## src/hw/pump_ctrl_pkg.sv

```systemverilog
// Package: constants and types for the charge pump mode supervisor
package pump_ctrl_pkg;

  // Clock rate and derived figures
  localparam int CLK_MHZ = 200;
  localparam int CLK_PERIOD_PS = 5000;

  // Mode advance delay, 0.4 ms, counted in cycles (exact at 200 MHz, no rounding)
  localparam int ADVANCE_DELAY_US = 400;
  localparam int ADVANCE_DELAY_CYC = ADVANCE_DELAY_US * CLK_MHZ;

  // Soft-start ramp, 150 us
  localparam int SOFT_START_US = 150;
  localparam int SOFT_START_CYC = SOFT_START_US * CLK_MHZ;

  // Both enables low for 150 us before shutdown
  localparam int SHUTDOWN_US = 150;
  localparam int SHUTDOWN_CYC = SHUTDOWN_US * CLK_MHZ;

  // Pump clock: 800 kHz period in ns, 35 ns non-overlap gap
  localparam int PUMP_PERIOD_NS = 1250;
  localparam int PUMP_GAP_NS = 35;
  localparam int PUMP_PERIOD_CYC = PUMP_PERIOD_NS * CLK_MHZ / 1000;
  localparam int PUMP_HALF_CYC = PUMP_PERIOD_CYC / 2;
  localparam int PUMP_GAP_CYC = (PUMP_GAP_NS * CLK_MHZ + 999) / 1000;

  // Soft-start level width and full-scale value
  localparam int RAMP_W = 8;
  localparam logic [RAMP_W-1:0] RAMP_FULL = 8'hFF;

  // Number of LED current sources watched for dropout
  localparam int NUM_SOURCES = 5;

  // Pump operating modes
  typedef enum logic [1:0] {
    MODE_1X,
    MODE_1P5X,
    MODE_2X
  } pump_mode_t;

  // Analog status inputs grouped together
  typedef struct packed {
    logic [NUM_SOURCES-1:0] dropout;
    logic                   out_le_supply;
    logic                   overtemp;
  } analog_status_t;

  // Controls to the analog pump
  typedef struct packed {
    logic       phase_a;
    logic       phase_b;
    logic       main_switch;
    logic       weak_switch;
    logic       sources_on;
    pump_mode_t mode;
  } pump_drive_t;

endpackage : pump_ctrl_pkg

```

## src/hw/charge_pump_mode_control.sv

```systemverilog
// Charge pump mode supervisor: mode stepping, soft-start, shutdown, thermal
//
// Operation
// Start 1x, dropout steps 1.5x then 2x
// Each advance waits 0.4 ms after dropout
// Shutdown or camera enable fall forces 1x
// 1x switches wait for output below supply
// Boost entry ramps current over 150 us
// Both enables low 150 us: shutdown
// Shutdown: all off, weak switch only
// Overtemperature disables sources and pump
// Two non-overlapping phases, 800 kHz, 35 ns
// Enable held low zeroes that output
// 2x is terminal until reset path
`timescale 1ns/1ps
`default_nettype none
module charge_pump_mode_control
  import pump_ctrl_pkg::*;
#(
  parameter int ADVANCE_CYC  = ADVANCE_DELAY_CYC,
  parameter int RAMP_CYC     = SOFT_START_CYC,
  parameter int SHUTDOWN_CYC_P = SHUTDOWN_CYC
) (
  input  wire logic           clock,
  input  wire logic           rst,
  input  wire logic           main_enable_strobe,
  input  wire logic           cam_enable_strobe,
  input  wire analog_status_t status,
  output pump_drive_t         drive,
  output logic [RAMP_W-1:0]   ramp_level,
  output logic                main_output_on,
  output logic                cam_output_on,
  output logic                shutdown
);

  localparam int AW = $clog2(ADVANCE_CYC + 1);
  localparam int RW = $clog2(RAMP_CYC + 1);
  localparam int SW = $clog2(SHUTDOWN_CYC_P + 1);
  localparam int SRC_ALL = 2 + NUM_SOURCES;

  // Three-stage synchroniser; a change counts once stages two and three agree
  function automatic logic agree(input logic [2:0] s, input logic prev);
    return (s[1] == s[2]) ? s[2] : prev;
  endfunction

  ////////////////////////////////////////////////////////////////////////////
  // Input synchronisers
  logic [2:0]             sync_main;
  logic [2:0]             sync_cam;
  logic [2:0]             sync_cmp;
  logic [2:0]             sync_hot;
  logic [NUM_SOURCES-1:0] drop_s1;
  logic [NUM_SOURCES-1:0] drop_s2;
  logic [NUM_SOURCES-1:0] drop_s3;
  logic                   main_en;
  logic                   cam_en;
  logic                   out_le_sup;
  logic                   hot;
  logic                   any_drop;

  // Pins are asynchronous to the controller clock
  always_ff @(posedge clock or posedge rst) begin
    if (rst) begin
      sync_main <= 3'h0;
      sync_cam  <= 3'h0;
      sync_cmp  <= 3'h0;
      sync_hot  <= 3'h0;
      drop_s1   <= '0;
      drop_s2   <= '0;
      drop_s3   <= '0;
    end else begin
      sync_main <= {sync_main[1:0], main_enable_strobe};
      sync_cam  <= {sync_cam[1:0], cam_enable_strobe};
      sync_cmp  <= {sync_cmp[1:0], status.out_le_supply};
      sync_hot  <= {sync_hot[1:0], status.overtemp};
      drop_s1   <= status.dropout;
      drop_s2   <= drop_s1;
      drop_s3   <= drop_s2;
    end
  end

  // Enable, comparator and thermal levels held between agreements; dropout needs stages two and three set
  always_ff @(posedge clock or posedge rst) begin
    if (rst) begin
      main_en    <= 1'b0;
      cam_en     <= 1'b0;
      out_le_sup <= 1'b0;
      hot        <= 1'b0;
      any_drop   <= 1'b0;
    end else begin
      main_en    <= agree(sync_main, main_en);
      cam_en     <= agree(sync_cam, cam_en);
      out_le_sup <= agree(sync_cmp, out_le_sup);
      hot        <= agree(sync_hot, hot);
      any_drop   <= |(drop_s2 & drop_s3);
    end
  end

  ////////////////////////////////////////////////////////////////////////////
  // Shutdown detection
  logic [SW-1:0] low_count;
  logic          cam_en_d;
  wire           both_low  = !main_en && !cam_en;
  wire           low_done  = (low_count == SW'(SHUTDOWN_CYC_P));
  wire           cam_fall  = cam_en_d && !cam_en;

  // Low-time counter; any enable high restarts the wait
  always_ff @(posedge clock or posedge rst) begin
    if (rst) begin
      low_count <= SW'(SHUTDOWN_CYC_P);
      cam_en_d  <= 1'b0;
    end else begin
      cam_en_d  <= cam_en;
      if (!both_low) begin
        low_count <= '0;
      end else if (!low_done) begin
        low_count <= low_count + SW'(1);
      end
    end
  end

  ////////////////////////////////////////////////////////////////////////////
  // Mode stepping with advance delay
  pump_mode_t    mode;
  logic [AW-1:0] adv_count;
  logic          adv_pending;
  logic          reset_to_1x;
  wire           adv_done  = adv_pending && (adv_count == AW'(ADVANCE_CYC - 1));
  wire           can_adv   = (mode != MODE_2X) && !low_done;

  // Shutdown or camera enable falling returns the pump to 1x
  assign reset_to_1x = low_done || cam_fall;

  // Delay counted from first dropout seen; advance aborted by a reset to 1x
  always_ff @(posedge clock or posedge rst) begin
    if (rst) begin
      adv_pending <= 1'b0;
      adv_count   <= '0;
    end else if (reset_to_1x || adv_done) begin
      adv_pending <= 1'b0;
      adv_count   <= '0;
    end else if (adv_pending) begin
      adv_count   <= adv_count + AW'(1);
    end else if (any_drop && can_adv) begin
      adv_pending <= 1'b1;
    end
  end

  // Step 1x to 1.5x to 2x; 2x holds until a reset to 1x
  always_ff @(posedge clock or posedge rst) begin
    if (rst) begin
      mode <= MODE_1X;
    end else if (reset_to_1x) begin
      mode <= MODE_1X;
    end else if (adv_done) begin
      unique case (mode)
        MODE_1X:   mode <= MODE_1P5X;
        MODE_1P5X: mode <= MODE_2X;
        MODE_2X:   mode <= MODE_2X;
        default:   mode <= MODE_1X;
      endcase
    end
  end

  ////////////////////////////////////////////////////////////////////////////
  // Soft-start ramp
  logic [RW-1:0] ramp_count;
  wire           boost_entry = adv_done && (mode != MODE_2X);
  wire [RAMP_W-1:0] ramp_calc =
    RAMP_W'((32'(ramp_count) * 32'(RAMP_FULL)) / 32'(RAMP_CYC));

  // Restarts at zero on each boost entry, rises linearly to full scale
  always_ff @(posedge clock or posedge rst) begin
    if (rst) begin
      ramp_count <= '0;
    end else if (boost_entry || mode == MODE_1X) begin
      ramp_count <= '0;
    end else if (ramp_count != RW'(RAMP_CYC)) begin
      ramp_count <= ramp_count + RW'(1);
    end
  end

  ////////////////////////////////////////////////////////////////////////////
  // Output drive
  logic phase_a;
  logic phase_b;
  wire  pump_run  = (mode != MODE_1X) && !low_done && !hot;

  // Non-overlapping phases only while boosting
  pump_phase_gen u_phase (
    .clock   (clock),
    .rst     (rst),
    .run     (pump_run),
    .phase_a (phase_a),
    .phase_b (phase_b)
  );

  // 1x pass switches close only once output is at or below supply
  wire next_main_sw = (mode == MODE_1X) && out_le_sup && !low_done && !hot;
  // Thermal fault holds sources off until the flag clears
  wire next_src_on  = !low_done && !hot;

  // Shutdown leaves only the weak switch; low enable zeroes output
  always_ff @(posedge clock or posedge rst) begin
    if (rst) begin
      drive          <= '{phase_a: 1'b0, phase_b: 1'b0, main_switch: 1'b0,
                          weak_switch: 1'b1, sources_on: 1'b0, mode: MODE_1X};
      ramp_level     <= '0;
      main_output_on <= 1'b0;
      cam_output_on  <= 1'b0;
      shutdown       <= 1'b1;
    end else begin
      drive.phase_a     <= phase_a;
      drive.phase_b     <= phase_b;
      drive.main_switch <= next_main_sw;
      drive.weak_switch <= low_done;
      drive.sources_on  <= next_src_on;
      drive.mode        <= mode;
      ramp_level        <= pump_run ? ramp_calc : '0;
      main_output_on    <= main_en && next_src_on;
      cam_output_on     <= cam_en && next_src_on;
      shutdown          <= low_done;
    end
  end

endmodule // charge_pump_mode_control
`default_nettype wire

```

## src/hw/pump_phase_gen.sv

```systemverilog
// Two-phase non-overlapping clock generator for the pump switches
`timescale 1ns/1ps
`default_nettype none
module pump_phase_gen
  import pump_ctrl_pkg::*;
#(
  parameter int PERIOD_CYC = PUMP_PERIOD_CYC,
  parameter int HALF_CYC   = PUMP_HALF_CYC,
  parameter int GAP_CYC    = PUMP_GAP_CYC
) (
  input  wire logic clock,
  input  wire logic rst,
  input  wire logic run,
  output logic      phase_a,
  output logic      phase_b
);

  localparam int CW = $clog2(PERIOD_CYC);

  logic [CW-1:0] count;
  wire           wrap      = (count == CW'(PERIOD_CYC - 1));
  wire           next_a    = run && (count < CW'(HALF_CYC - GAP_CYC));
  wire           next_b    = run && (count >= CW'(HALF_CYC))
                           && (count < CW'(PERIOD_CYC - GAP_CYC));

  // Free-running phase counter; held at zero while stopped so both phases stay low
  always_ff @(posedge clock or posedge rst) begin
    if (rst) begin
      count <= '0;
    end else if (!run || wrap) begin
      count <= '0;
    end else begin
      count <= count + CW'(1);
    end
  end

  // Registered phases; the gap at each half keeps the switches from overlapping
  always_ff @(posedge clock or posedge rst) begin
    if (rst) begin
      phase_a <= 1'b0;
      phase_b <= 1'b0;
    end else begin
      phase_a <= next_a;
      phase_b <= next_b;
    end
  end

endmodule // pump_phase_gen
`default_nettype wire

```

## config.mk

```make
export PLATFORM = sky130hd
export DESIGN_NAME = charge_pump_mode_control
export DESIGN_NICKNAME = d
export VERILOG_FILES = /design/src/hw/pump_ctrl_pkg.sv /design/src/hw/charge_pump_mode_control.sv /design/src/hw/pump_phase_gen.sv
export SDC_FILE = /design/constraint.sdc
export NUM_CORES = 1
export LEC_CHECK = 0
export ABC_AREA = 0
export BUFFER_PORTS_ARGS = -buffer_cell sky130_fd_sc_hd__buf_2
export CORE_UTILIZATION = 46
export CTS_CLUSTER_SIZE = 8
export DETAILED_ROUTE_END_ITERATION = 8
export PLACE_DENSITY_LB_ADDON = 0.1
export RECOVER_POWER = 100
export SLEW_MARGIN = 10
export SYNTH_ARGS = -nofsm -noshare
export SYNTH_HDL_FRONTEND = slang
export SYNTH_SLANG_ARGS = --single-unit
```

## constraint.sdc

```tcl
create_clock -name clock -period 12.4 [get_ports clock]
set_input_delay 2.48 -clock clock [delete_from_list [all_inputs] [get_ports clock]]
set_output_delay 2.48 -clock clock [all_outputs]
set_load 0.1 [all_outputs]
```

==> impl_metrics.yaml <==
outcome:
  status: "finished with violations"
  violations: "capacitance limit, slew limit"
global_routing:
  grt_pass1_vias: 9980
  antenna_found_initial: 0
  grt_first_pass_wirelength_um: 47700
  grt_usage: 0.222
  grt_max_degree: 61
  overflow: 0
sta:
  finClkSkew_ns: 0.0177
  max_slew.worst_pin.slew_ns: 3.14
  finalWorstSetupSlack_ns: 0.278
  slew_violations: 129
  rsz0062_at_grt: "yes"
  setup_violations: 0
  post-route-period-util: 0.978
  max-slew-margin-rel: -1.10
  layout_min_cycle_time_ns: 12.12
  hold_viol_final: 0
  max_freq_mhz: 82.5
yosys:
  synth_area_leader_cell: "dfrtp_1"
  ys_ff_latch: 110
  yosys_warnings: 0
  netlist-cell-type-count: 107
  yosysSeqAreaShare: 0.239
  yosys.area.top_type_share: 0.221
  synthArstFlopShare: 1.00
  synth_flop_cell: "dfrtp_1"
  synth_area_um2: 11600
  synthTopCellsByArea: "dfrtp_1, fa_1, ha_1"
  syn_avg_cell_area_um2: 8.69
  synth_edf_count: 0
  syn_inst: 1332
  synthesis.nets: 1473
layout:
  areaGrowthSynthToFinish_pct: 25.4
  drive_above_1_share: 0.260
  nFillCells: 2242
  fin_cells: 1856
  final_nets: 1668
  num_antenna_cells: 0
floorplan:
  initial_core_util: 0.472
  design.core.area_um2: 24500
  rows: 57
  die_area_um2: 25800
  chipWidth_um: 161
  io_pins: 29
  die_y_um: 161
worst_setup_path:
  end_kind: "flop"
  required_ns: 12.67
  cp_common_cell: "buf_4"
  critPathMaxStageDelay_ns: 0.51
  crit_arrival_ns: 12.39
  crit_family: "compound AO/OA/AOI/OAI gates"
  slowest_stage: "or4_4"
  start_kind: "flop"
  crit_type: "reg2reg"
  critPathBufInv: 10
  crit_fanout: 7
drt:
  m1WireLength_um: 13400
  met2_length_um: 15000
  drt_iter0_drc: 711
  num_vias: 10401
  drc: 0
  drtAntennaViolNets: 0
  met3_length_um: 727
  routed_wl_um: 29500
  avgRoutedWirePerCell_um: 15.9
  viasPerCell: 5.60
  first_pass_iters: 6
  topRoutingLayerUsed: "met4"
clock_tree:
  cts_buffer_depth: 2
  clock_latency_ns: 0.36
  path_clk_slew_ns: 0.09
  numCtsBuffers: 9
  clock-sinks: 110
  htreeDepth: 3
  root_buffer: "clkbuf_16"
  cts_tree: "done"
placed_design:
  dp_cells: 1789
  dp_slack_ns: -0.194
  dp_hpwl_um: 22300
  gp_routability_congestion: 0.924
  io_buffers: 28
job:
  cap_violations: 3
power_and_ir_drop:
  vdd.ir_drop.worst_mv: 0.0920
  p_leak_uw: 0.00626
  powerDensity_nw_per_um2: 49.6
worst_hold_path:
  hp-class: "reg2reg"
[final timing paths]
kind / slack, ns / cells past startpoint / start / to
min in group asynchronous: 2.69 / 2 / rst / drop_s1[0]
max reg2reg: 0.28 / 47 / ramp_count[3] / ramp_level[0]
min: 0.34 / 0 / sync_cmp[0] / sync_cmp[1]
max in group asynchronous: 5.76 / 3 / rst / ramp_count[1]
max: 0.28 / 47 / ramp_count[3] / ramp_level[0]
min reg2reg: 0.34 / 0 / sync_cmp[0] / sync_cmp[1]
[registers in the layout, summed over array words and instances (netlist names), 2 cells and up]
| register | count |
|---|---|
| adv_count | 17 |
| drive | 6 |
| drop_s1 | 5 |
| drop_s2 | 5 |
| drop_s3 | 5 |
| low_count | 15 |
| mode | 2 |
| ramp_count | 15 |
| ramp_level | 8 |
| sync_cam | 3 |
| sync_cmp | 3 |
| sync_hot | 3 |
| sync_main | 3 |
| u_phase.count | 8 |
[cell usage in the layout (no fill, tap or decap), types with 9 or more instances in the layout]
cell type / instances
buf_4: 183
nor2_1: 129
inv_1: 124
dfrtp_1: 97
nand2_1: 95
xnor2_1: 62
fa_1: 61
ha_1: 59
a21oi_1: 52
nand3_1: 46
nor3_1: 40
o21ai_0: 39
xor2_1: 37
nand4_1: 26
clkbuf_1: 22
a21o_1: 14
mux2i_1: 14
o21ai_1: 14
a31oi_1: 12
o211ai_1: 12
and2_1: 12
and3_1: 11
a21oi_2: 11
o21a_1: 10
inv_2: 9
xnor2_2: 9
clkbuf_16: 9
buf_6: 9
[where the power goes]
group	internal, uW	switching, uW	leakage, uW
sequential	372	11.0	0.00141
combinational	11.8	29.6	0.00471
clock	145	150	0.000144
[stage by stage]
| step | utilization | cell area, um2 | TNS [ns] | hold slack [ns] | power [uW] |
|---|---|---|---|---|---|
| floorplan | - | 11600 | 0 | 0.331 | 422 |
| global placement | 0.531 | 13000 | -0.113 | 0.334 | 432 |
| detailed placement | 0.531 | 13000 | -0.194 | 0.336 | 433 |
| CTS | 0.546 | 13400 | 0 | 0.347 | 732 |
| global route | 0.592 | 14500 | -0.188 | 0.347 | 747 |
| finish | 0.592 | 14500 | 0 | 0.345 | 720 |
[kinds of logic after synthesis]
| kind of cell | after synthesis | share of synthesized area |
|---|---|---|
| multiplexers | 26 | 0.0238 |
| flip-flops | 110 | 0.239 |
| AND/OR/NAND/NOR | 458 | 0.199 |
| adder cells (fa/ha/maj) | 136 | 0.188 |
| XOR/XNOR | 110 | 0.0845 |
| AO/OA/AOI/OAI | 318 | 0.208 |
| buffers and inverters | 174 | 0.0590 |
[area by class of cell]
class / instances / area [um2] / share of cell area
inverter: 135 / 510 / 0.0352
timing repair buffer: 223 / 1620 / 0.111
tap: 324 / 405 / 0.0279
clock buffer: 9 / 225 / 0.0155
clock inverter: 7 / 86.3 / 0.00595
multi-input combinational: 1048 / 8900 / 0.613
sequential: 110 / 2770 / 0.191
[routing by layer]
metal	GRT usage	vias to the layer above
met5	0	-
met4	0.0511	0
met1	0.292	5021
li1	-	5124
met2	0.398	212
met3	0.0150	44
[what timing repair did]
item,in CTS,in global routing
gates resized for setup,7,163
hold buffers,0,0
pin swaps,5,91
endpoints found under the setup margin,1,2
setup buffers,2,49
[Yosys cell counts, drive strengths merged (5+ instances only)]
master	count
a2111oi	9
a211o	6
a211oi	15
a21boi	5
a21o	14
a21oi	65
a221oi	7
a22oi	9
a31oi	13
a32oi	5
and2	16
and3	14
and4	7
buf	14
clkbuf	25
dfrtp	102
dfstp	8
fa	65
ha	65
inv	135
maj3	6
mux2	9
mux2i	17
nand2	96
nand2b	7
nand3	50
nand4	26
nand4b	6
nor2	135
nor3	48
nor4	13
o2111ai	5
o211a	7
o211ai	13
o21a	11
o21ai	57
o21bai	5
o221ai	5
o22ai	9
o31ai	8
or2	12
or3	9
xnor2	71
xor2	39
Note: power is estimated with default switching activity, not from simulation.
